File: config.mk
export PLATFORM = sky130hd
export DESIGN_NAME = asf_status_flags
export DESIGN_NICKNAME = d
export VERILOG_FILES = /design/src/asf_pkg.sv /design/src/asf_status_flags.sv
export SDC_FILE = /design/constraint.sdc
export NUM_CORES = 1
export LEC_CHECK = 0
export BUFFER_PORTS_ARGS = -buffer_cell sky130_fd_sc_hd__buf_2
export CAP_MARGIN = 20
export CORE_ASPECT_RATIO = 2
export CORE_UTILIZATION = 57
export DETAILED_ROUTE_END_ITERATION = 16
export GPL_TIMING_DRIVEN = 0
export PLACE_DENSITY = 0.87
export SETUP_SLACK_MARGIN = 0.1
export SLEW_MARGIN = 15
export SYNTH_ARGS = -nofsm -noshare
export SYNTH_HDL_FRONTEND = slang
export SYNTH_SLANG_ARGS = --single-unit
File: constraint.sdc
create_clock -name core_clk_i -period 2.94 [get_ports core_clk_i]
set_clock_uncertainty 0.2 [all_clocks]
set_input_delay 0.588 -clock core_clk_i [delete_from_list [all_inputs] [get_ports core_clk_i]]
set_output_delay 0.588 -clock core_clk_i [all_outputs]
set_load 0.02 [all_outputs]
File: src/asf_pkg.sv
// Package for the converter status flag logic: constants and rule summary
// Function
// - End of conversion with data ready already set raises global overrun, even during status read.
// - Status read clears global overrun unless a new overrun arrives that cycle.
// - Channel data read during another channel's overrunning conversion still raises global overrun.
// - Another channel's disable during end of conversion on a flagged channel sets channel overrun, and global overrun when data ready is set.
// - Channel data read or last result read clears that channel's end flag.
// - Status read clears channel overrun even while that channel's cleared end flag is set again, but not if that flag was still set.
// - A channel disabled mid-conversion gets no end flag for it unless it is re-enabled while still running.
// - Channel data read clears only the addressed channel's end flag.
// - Sleep enabled while idle takes effect only after the next conversion ends.
// - Data ready clears only on a last result read.
package asf_pkg;

  localparam int unsigned ASF_NUM_CH      = 8;
  localparam int unsigned ASF_DATA_W      = 10;
  localparam logic        ASF_FLAG_RST    = 1'b0;
  localparam logic        ASF_SLEEP_RST   = 1'b0;

endpackage

File: src/asf_status_flags.sv
// Status flag logic of the converter controller
`timescale 1ns/1ns

module asf_status_flags
  import asf_pkg::*;
#(
  parameter int unsigned NUM_CH = ASF_NUM_CH,
  parameter int unsigned DATA_W = ASF_DATA_W,
  parameter int unsigned CH_W   = (NUM_CH > 1) ? $clog2(NUM_CH) : 1
) (
  // Clock and reset
  input  wire logic              core_clk_i,
  input  wire logic              rst_n_i,
  // Conversion core
  input  wire logic              eoc_i,
  input  wire logic [CH_W-1:0]   eoc_ch_i,
  input  wire logic [DATA_W-1:0] eoc_data_i,
  input  wire logic [NUM_CH-1:0] conv_running_i,
  // Software accesses
  input  wire logic              status_rd_i,
  input  wire logic              chan_rd_i,
  input  wire logic [CH_W-1:0]   chan_rd_ch_i,
  input  wire logic              last_rd_i,
  input  wire logic [NUM_CH-1:0] chan_en_i,
  input  wire logic              sleep_en_i,
  // Status
  output logic [NUM_CH-1:0]      eoc_flags_o,
  output logic [NUM_CH-1:0]      channel_overrun_flag_o,
  output logic                   data_ready_flag_o,
  output logic                   global_overrun_flag_o,
  output logic [DATA_W-1:0]      last_result_reg_o,
  output logic [DATA_W-1:0]      channel_result_reg_o,
  output logic                   sleep_o
);

  // ==========================================================
  // State
  typedef struct packed {
    logic [NUM_CH-1:0] eoc;
    logic [NUM_CH-1:0] ovr;
    logic              dready;
    logic              govr;
    logic              sleep_armed;
    logic              sleep;
    logic [NUM_CH-1:0] dis_mid;
    logic [DATA_W-1:0] last;
    logic [DATA_W-1:0] rd_data;
    logic [CH_W-1:0]   last_ch;
  } asf_state_s;

  asf_state_s state_reg;
  asf_state_s state_next;

  logic [DATA_W-1:0] ch_data_reg [NUM_CH];

  function automatic logic [NUM_CH-1:0] asf_onehot(input logic [CH_W-1:0] ch);
    asf_onehot = '0;
    asf_onehot[ch] = 1'b1;
  endfunction

  logic [NUM_CH-1:0] eoc_vec;
  logic [NUM_CH-1:0] eoc_store;
  logic              store_any;

  // Stores only when the finishing channel is enabled and was not killed mid-run
  always_comb begin
    eoc_vec   = eoc_i ? asf_onehot(eoc_ch_i) : '0;
    eoc_store = eoc_vec & chan_en_i & ~state_reg.dis_mid;
    store_any = |eoc_store;
  end

  // ==========================================================
  // Next state
  always_comb begin
    state_next = state_reg;
    // Disabling while running marks the channel until it runs again while enabled
    state_next.dis_mid = (state_reg.dis_mid | (conv_running_i & ~chan_en_i)) & ~(conv_running_i & chan_en_i);
    // Clears first, sets afterwards so the set wins
    if (chan_rd_i) begin
      state_next.eoc = state_next.eoc & ~asf_onehot(chan_rd_ch_i);
    end
    if (last_rd_i) begin
      // The end flag of the channel held in the last-result register goes with the read
      state_next.eoc    = state_next.eoc & ~asf_onehot(state_reg.last_ch);
      state_next.dready = 1'b0;
    end
    if (status_rd_i) begin
      state_next.ovr  = '0;
      state_next.govr = 1'b0;
    end
    // Overruns are judged on the flags as they stood before this cycle
    state_next.ovr = state_next.ovr | (eoc_store & state_reg.eoc);
    if (store_any && state_reg.dready) begin
      state_next.govr = 1'b1;
    end
    state_next.eoc = state_next.eoc | eoc_store;
    if (store_any) begin
      state_next.dready  = 1'b1;
      state_next.last    = eoc_data_i;
      state_next.last_ch = eoc_ch_i;
    end
    if (chan_rd_i) begin
      state_next.rd_data = ch_data_reg[chan_rd_ch_i];
    end
    // Sleep is only entered at a conversion boundary, never straight from idle
    if (!sleep_en_i) begin
      state_next.sleep_armed = 1'b0;
      state_next.sleep       = 1'b0;
    end else begin
      state_next.sleep_armed = 1'b1;
      if (eoc_i && state_reg.sleep_armed) begin
        state_next.sleep = 1'b1;
      end else if (|conv_running_i) begin
        state_next.sleep = 1'b0;
      end
    end
  end

  always_ff @(posedge core_clk_i or negedge rst_n_i) begin
    if (!rst_n_i) begin
      state_reg <= '0;
    end else begin
      state_reg <= state_next;
    end
  end

  // Data store has no reset: contents are only meaningful once its flag is set
  always_ff @(posedge core_clk_i) begin
    for (int i = 0; i < NUM_CH; i++) begin
      if (eoc_store[i]) begin
        ch_data_reg[i] <= eoc_data_i;
      end
    end
  end

  assign eoc_flags_o            = state_reg.eoc;
  assign channel_overrun_flag_o = state_reg.ovr;
  assign data_ready_flag_o      = state_reg.dready;
  assign global_overrun_flag_o  = state_reg.govr;
  assign last_result_reg_o      = state_reg.last;
  assign channel_result_reg_o   = state_reg.rd_data;
  assign sleep_o                = state_reg.sleep;
endmodule // asf_status_flags

=== Yosys cells after proc, flatten, opt, wreduce, memory -nomap -nowiden ===
Memory sizes are Yosys's and may differ from the RTL's. A register that Yosys moved wholly into a read port is not among the register bits.
Index checks and enable logic that the tools add are counted.

* Register bits: 41
* Latch bits: 0
* Memory bits (writable): 80
* ROM bits: 0
* Output and inout bits: 39
* Logic and storage cells: 104
* Memories: 1

{| class="wikitable"
|+ Memories
! name !! depth !! width !! rd ports !! clocked after Yosys merged registers in !! wr ports !! RTL line !! source
|-
| ch_data_reg || 8 || 10 || 1 || 1 || 1 || asf_status_flags.sv:54 || <nowiki>logic [DATA_W-1:0] ch_data_reg [NUM_CH];</nowiki>
|}

* Add/subtract/negate cells: 0
* Multiply operators: 0
* Div/mod/pow operators: 0
* Order comparisons: 6
* Eq/ne operators: 1
* Shift-type cells: 0
* Mux-type cells: 54
* Bitwise operators: 16
* Reductions and logical operators: 17

{| class="wikitable"
|+ Operator list
! kind !! number
|-
| two-way mux 10 bit || 7
|-
| OR reduction 10 bit || 7
|-
| bitwise AND 8 bit || 8
|-
| NOT 8 bit || 5
|-
| two-way mux 1 bit || 32
|-
| two-way mux 8 bit || 4
|-
| bitwise OR 8 bit || 3
|-
| two-way mux 3 bit || 7
|-
| OR reduction 8 bit || 2
|-
| less-than comparator 3 x 4 -> 1 bit (second input constant) || 3
|-
| demux 1 bit (select 3 bit) || 3
|-
| >= comparator 3 x 1 -> 1 bit (second input constant) || 3
|-
| logical AND 1 bit || 5
|-
| nonzero test 2 bit || 2
|-
| inequality test 3 x 1 -> 1 bit (second input constant) || 1
|-
| two-way mux 2 bit || 1
|-
| logical NOT 1 bit || 1
|}

=== Logic depth before layout (Yosys ltp) ===
Gate-level depths: netlist of the first run.

* Depth after elaboration: 17
* Gate-level depth with buffers: 7

=== Worst setup path before layout of the first run ===
OpenSTA, ideal clock, no wires.

* Kind: input to register
* From: input port eoc_ch_i[0]
* To: register state_reg (netlist bit last_result_reg_o[2])
* Setup time: 0.125 ns
* Arrival: 2.532 ns
* Path slack: 0.083 ns
* Stages: 7
* Path buffers: 2
* Path through: nand2b_1 -> nor4b_2 -> nor4_1 -> nor2b_2 -> buf_6 -> buf_8 -> mux2_4

* Longest elaborated chain between the ends: 8
* Elaborated cells on any way between the ends: 9
* Classes of those cells: order compare (2); mux (3); bitwise (2); reduce/logical (2)

{| class="wikitable"
|+ Ends and longest elaborated chain
! item !! RTL line !! source
|-
| from (decl) || asf_status_flags.sv:16 || <nowiki>input wire logic [CH_W-1:0] eoc_ch_i,</nowiki>
|-
| less-than comparator 3 x 4 -> 1 bit (implied by the code) / >= comparator 3 x 1 -> 1 bit (equally long branches) || asf_status_flags.sv:58 || <nowiki>asf_onehot[ch] = 1'b1;</nowiki>
|-
| logical AND 1 bit (implied by the code) || asf_status_flags.sv:58 ||
|-
| two-way mux 1 bit (implied by the code) || asf_status_flags.sv:58 ||
|-
| demux 1 bit (select 3 bit) * || asf_status_flags.sv:58 ||
|-
| two-way mux 8 bit * || asf_status_flags.sv:67 || <nowiki>eoc_vec = eoc_i ? asf_onehot(eoc_ch_i) : '0;</nowiki>
|-
| bitwise AND 8 bit * (2 in a row) || asf_status_flags.sv:68 || <nowiki>eoc_store = eoc_vec & chan_en_i & ~state_reg.dis_mid;</nowiki>
|-
| net eoc_store[2] || asf_status_flags.sv:62 || <nowiki>logic [NUM_CH-1:0] eoc_store;</nowiki>
|-
| OR reduction 8 bit * || asf_status_flags.sv:69 || <nowiki>store_any = |eoc_store;</nowiki>
|-
| to (signal assigned) || asf_status_flags.sv:123 || <nowiki>state_reg <= state_next;</nowiki>
|-
| to (decl) || asf_status_flags.sv:51 || <nowiki>asf_state_s state_reg;</nowiki>
|}

The timed path passes the listed nets; every way through them passes the cells marked *.
A chain may end at the register's enable or synchronous reset.

=== Worst setup path in the final report of the first run ===
Ends and elaborated chain as after synthesis.

==> results.md, run 1 <==
- RR Endpoint: last_result_reg_o[2]$_DFFE_PN0P_
- Relative slew slack: 30.2%
- Leading area contributor after synthesis: edfxtp_1
- EDFF count, synth: 80
- Worst Setup Path Type: in -> reg
- Die ar.: 10,000 um2
- Comb pwr share: 14.0%
- CTS tree: done
- TritonCTS Sinks: 131
- Sequential element share of the synthesized area: 67.2%
- NetSw: 1210 uW
- Worst Hold Depth: 1
- Top-count cell post-synth: edfxtp_1
- Pwr/cell area: 732 nW/um2
- Post-Place Worst Slack: -359 ps
- Worst path slowest cell: nor4_4
- GR Util All Layers: 25.6%
- Worst setup margin: 234 ps
- Final min period: 2710 ps
- DRC: 1
- Share of the synthesized area in the top cell type: 43.9%
- Io pins: 78
- Total number of vias: 3,240
- CP required: 3030 ps
- Placed Cells: 524
- Worst-margin pin slew: 1040 ps
- Worst skew pair latency: 410 ps
- Max Freq: 370 MHz
- WHS Endpoint: state_reg[32]$_DFF_PN0_
- CP Capture Type: flip-flop
- Worst IR drop on VDD: 595 uV
- Root Driver: clkbuf_16
- Commonest cells post-synth: edfxtp_1, dfrtp_1, buf_4, mux4_2, inv_1
- Total gr overflow: 0
- M1 WL: 4160 um
- Syn-to-layout area delta: 24.1%
- Worst hold path class: in -> reg
- Row cnt: 50
- Final WL: 11,600 um
- Cell Chain, Critical Path: buf_2 > nand2b_1 > nor4_4 > nor4_1 > nor2b_2 > buf_6 > buf_8 > mux2_4
- RSZ-0062 raised after global routing: false
- Initial antenna violation count: 0
- Synth Warn #: 0
- Fin nets: 488
- Worst Path Arrival: 2800 ps
- WL met2: 6370 um
- Synth Register Bits: 131
- Htree depth: 4
- Drt pass-1 iters: 11
- Final hold vios: 0
- Die X: 71.3 um
- Share of post-route cells with drive strength above 1: 43.5%
- Synthesized area per cell: 16.0 um2
- Synth area leaders: edfxtp_1, dfrtp_1, mux4_2
- Antenna Nets Post-Route: 0
- Pin count of the biggest net entering global routing: 32
- Hold Path Origin: sleep_en_i
- Reg2reg setup slack: 280 ps
- Most used DFF post-synth: edfxtp_1
- HPWL Detailed: 7700 um
- Initial DRC count: 254
- DR WL met3: 664 um
- Ys async rst share: 38.9%
- Initial Util: 58.7%
- First-pass GRT wire length: 18,000 um
- Failing checks: DRC
- CP peak stage delay: 850 ps
- Sequential share of power: 43.8%
- GPL Wtd Cong: 0.883
- Num CTS Buffers: 17
- Power consumption: 4970 uW
- Final Cycle Share: 92.0%
- Mapped Cells: 342
- Avg WL per Cell: 20.5 um
- Core area: 9320 um2
- Uppermost layer routed: met4
- Antenna Cells: 0
- Longest Clk Path Bufs: 2
- Finished Layout Cells: 566
- Net count after synthesis: 381
- Clock share of power: 42.2%
- Vias in the first global route: 3,377
- Internal power: 3760 uW
- IO Port Bufs: 73
- Static leakage: 0.00289 uW
- # fillers: 548
- Element type at the critical path start: input pin
- Vias/cell: 5.72
- Fin. max-slew vios: 0
- Vert. Die Dim: 141 um
- Crit-path max FO: 13
- Switch share: 24.4%
- Max-capacitance violation count: 0
- Post-Syn Area: 5470 um2
- Max FFs per register: 80
- Outcome: finished with violations
- Unique masters post-synth: 38
- R2R depth: 7
- Worst-path clk slew: 50 ps
- Final setup violation count: 0
## worst max-delay path: cells and delay by family
| family | cells | cell delay (ps) |
|---|---|---|
| buf+inv | 3 | 400 |
| mux | 1 | 310 |
| simple gates | 4 | 1490 |
## power groups by stage
| stage | Sequential (uW) | Combinational (uW) | Clock [uW] |
|---|---|---|---|
| 2_1_floorplan | 2180 | 484 | 0 |
| 3_3_place_gp | 2200 | 660 | 0 |
| 3_5_place_dp | 2210 | 691 | 0 |
| 4_1_cts | 2170 | 699 | 2130 |
| 5_1_grt | 2190 | 745 | 2210 |
| 6_report | 2180 | 696 | 2100 |
## cells in the final DEF (no fill, tap or decap), types with 4 or more instances in the layout
master,synthesis,layout
buf_4,36,45
o21ai_0,8,8
nor4b_4,0,6
mux2_1,4,4
buf_1,4,4
clkinv_2,0,5
a21oi_1,11,11
clkbuf_1,6,6
a21o_1,6,6
nor2_1,12,12
nor2b_1,4,4
clkbuf_16,0,20
nand2_1,12,12
mux4_2,20,20
buf_6,1,5
dfrtp_1,51,51
nand2b_1,5,5
edfxtp_1,80,80
mux2_4,8,8
inv_1,19,19
buf_2,2,75
mux2i_1,18,18
## repair_timing
item,4_1_cts,5_1_grt
resized for setup,0,0
setup buffers,1,8
endpoints found under the hold margin,20,0
pin swaps,2,3
hold buffers,1,0
setup endpoints to repair,4,8
## metal layers
metal	vias to the layer above	GRT usage, %
li1	1449	-
met1	1622	29.5
met2	143	42.9
met3	26	5.54
met4	0	15.9
met5	-	0
## worst max-delay path by stage
stage	startpoint	to	slack [ps]
after detailed placement	eoc_ch_i[0]	last_result_reg_o[2]$_DFFE_PN0P_	-360
after global routing	eoc_ch_i[0]	last_result_reg_o[2]$_DFFE_PN0P_	150
after global placement	eoc_ch_i[2]	last_result_reg_o[8]$_DFFE_PN0P_	-660
final	eoc_ch_i[0]	last_result_reg_o[2]$_DFFE_PN0P_	230
after CTS	eoc_ch_i[0]	last_result_reg_o[2]$_DFFE_PN0P_	140
after floorplan	eoc_ch_i[2]	last_result_reg_o[2]$_DFFE_PN0P_	130
## layout make-up
| class | count | area, um2 | share of cell area [%] |
|---|---|---|---|
| Clock buffer | 21 | 514 | 7.57 |
| Buffer | 50 | 344 | 5.07 |
| Sequential cell | 131 | 3680 | 54.2 |
| Timing Repair Buffer | 88 | 508 | 7.48 |
| Tap cell | 104 | 130 | 1.92 |
| Inverter | 19 | 71.3 | 1.05 |
| Multi-Input combinational cell | 142 | 1450 | 21.3 |
| Clock inverter | 11 | 95.1 | 1.40 |
## per-stage QoR
step                util, %  hold WS, ps  instance area, um2  setup TNS [ps]
detailed placement     65.5          290                6100           -3850
floorplan                 -         92.4                5510               0
finish                 72.8         91.4                6790               0
global placement       64.4          283                6000           -8230
global route           72.8         81.0                6790               0
CTS                    72.2         71.3                6730               0
## kinds of logic (layout without fill, tap and decap cells)
| kind of cell | count (synthesis) | count (layout) | share of synthesized area [%] |
|---|---|---|---|
| mux | 50 | 50 | 14.5 |
| buf+inv | 69 | 189 | 7.59 |
| flops | 131 | 131 | 67.2 |
| compound gates | 35 | 35 | 3.91 |
| simple gates | 57 | 57 | 6.72 |
(Power assumes the default switching activity.)
==> inputs of run 2 (changes only) <==
- CELL_PAD_IN_SITES_DETAIL_PLACEMENT: unset -> 1
- CELL_PAD_IN_SITES_GLOBAL_PLACEMENT: unset -> 1
- CORE_UTILIZATION: 57 -> 48
- PLACE_DENSITY: 0.87 -> 0.88
==> run 2 against run 1 <==
Net effect: sequential power about the same; design area down 0.31%; wire length up 21%; critical path depth up 1; utilization down 11 points; clock-buffer cell count down 1; via count up 1.7%; power up 0.35%; cell count up 5.7%; highest routed layer unchanged; die area up 18%; the run now ends clean; sequential share of layout area up 0.17 points; maximum frequency up 7.2%; largest power group unchanged.
==> results.md, run 2 (synthesized netlist as in run 1, its figures left out) <==
- Root Driver: clkbuf_16
- Vias/cell: 5.51
- Core area: 11,000 um2
- Most frequent cells in the layout: edfxtp_1, buf_2, dfrtp_1, buf_4, mux4_2
- Crit-path max FO: 10
- DRC: 0
- Final WL: 14,000 um
- # fillers: 1,064
- Num CTS Buffers: 17
- CP required: 3040 ps
- CP Capture Type: flip-flop
- Final min period: 2530 ps
- Die ar.: 11,900 um2
- Final setup violation count: 0
- Final Cycle Share: 85.9%
- Setup TNS: 0 ps
- Critical Path Source: eoc_i
- Pwr/cell area: 737 nW/um2
- Worst-path clk slew: 60 ps
- HPWL Detailed: 9290 um
- Element type at the critical path start: input pin
- Antenna Nets Post-Route: 0
- Worst Setup Path Type: in -> reg
- Outcome: finished clean
- Commonest non-fill, non-tap cell in the layout: edfxtp_1
- Total number of vias: 3,296
- Initial antenna violation count: 0
- Vert. Die Dim: 153 um
- Initial DRC count: 178
- Area of the multi-input gates: 1450 um2
- R2R depth: 8
- IO Port Bufs: 73
- Fin. max-slew vios: 0
- Worst IR drop on VDD: 461 uV
- Relative slew slack: 40.6%
- Drt pass-1 iters: 5
- Area occupied by registers: 3680 um2
- Htree depth: 4
- Placed Cells: 560
- Avg WL per Cell: 23.4 um
- Finished Layout Cells: 598
- Antenna Cells: 0
- Reg2reg setup slack: 540 ps
- Share of post-route cells with drive strength above 1: 42.4%
- Worst hold path class: in -> async
- Syn-to-layout area delta: 23.7%
- RR Endpoint: last_result_reg_o[2]$_DFFE_PN0P_
- Static leakage: 0.00285 uW
- First-pass GRT wire length: 21,800 um
- Final hold vios: 0
- Worst Path Arrival: 2630 ps
- Fin nets: 484
- Initial Util: 49.7%
- Longest Clk Path Bufs: 2
- RSZ-0062 raised after global routing: false
- TritonCTS Sinks: 131
- Power consumption: 4990 uW
- Vias in the first global route: 3,785
- Total gr overflow: 0
- GPL Wtd Cong: 0.733
- Max-capacitance violation count: 0
- Pin count of the biggest net entering global routing: 27
- Die X: 77.5 um
- Post-Place Worst Slack: -479 ps
- Io pins: 78
- GR Util All Layers: 26.1%
- Worst skew pair latency: 420 ps
- Worst-margin pin slew: 891 ps
- Max FFs per register: 80
- Worst setup margin: 415 ps
- Max Freq: 396 MHz
- Post_cts resized: 0
- CTS tree: done
- Row cnt: 54
run 2: through the flow:
stage | hold WS [ps] | cell area (um2) | util, %
2_1_floorplan | 92.4 | 5510 | -
3_3_place_gp | 283 | 6050 | 54.9
3_5_place_dp | 291 | 6150 | 55.8
4_1_cts | 14.5 | 6750 | 61.2
5_1_grt | 51.4 | 6770 | 61.5
6_report | 7.26 | 6770 | 61.5
run 2: layout make-up:
cell class	count	area share, %
plain buffers	50	5.08
flip-flops and latches	131	54.4
clock buffers	20	6.45
inverters	19	1.05
well taps	140	2.59
clock inverters	12	2.05
multi-input cells	142	21.4
repair buffers	84	7.03
run 2: worst max path at each step:
stage	to	slack, ps	cells past startpoint
CTS	last_result_reg_o[2]$_DFFE_PN0P_	110	8
global route	last_result_reg_o[2]$_DFFE_PN0P_	320	9
detailed placement	last_result_reg_o[9]$_DFFE_PN0P_	-480	8
floorplan	last_result_reg_o[2]$_DFFE_PN0P_	130	7
finish	last_result_reg_o[2]$_DFFE_PN0P_	410	9
global placement	last_result_reg_o[5]$_DFFE_PN0P_	-740	8
run 2: timing repair:
| action | 4_1_cts | 5_1_grt |
|---|---|---|
| endpoints found under the hold margin | 0 | 0 |
| setup endpoints to repair | 13 | 8 |
| hold buffers | 0 | 0 |
| setup buffers | 3 | 3 |
| pin swaps | 4 | 1 |
run 2: power breakdown:
group	switching [uW]	internal [uW]	leakage (uW)
logic	375	344	0.00121
clock network	771	1320	0.000281
registers	99.5	2080	0.00135
run 2: routing by layer:
layer,GRT usage (%),routed length (um)
met1,28.1,4880
met2,45.0,7660
met3,6.09,706
met4,16.8,728
met5,0,0
run 2: critical path, stage by stage:
cell	delay (ps)
buf_2	120
nand2_1	310
nor4b_4	130
buf_6	180
or4_4	530
nor2b_2	140
buf_6	130
buf_8	180
mux2_4	320
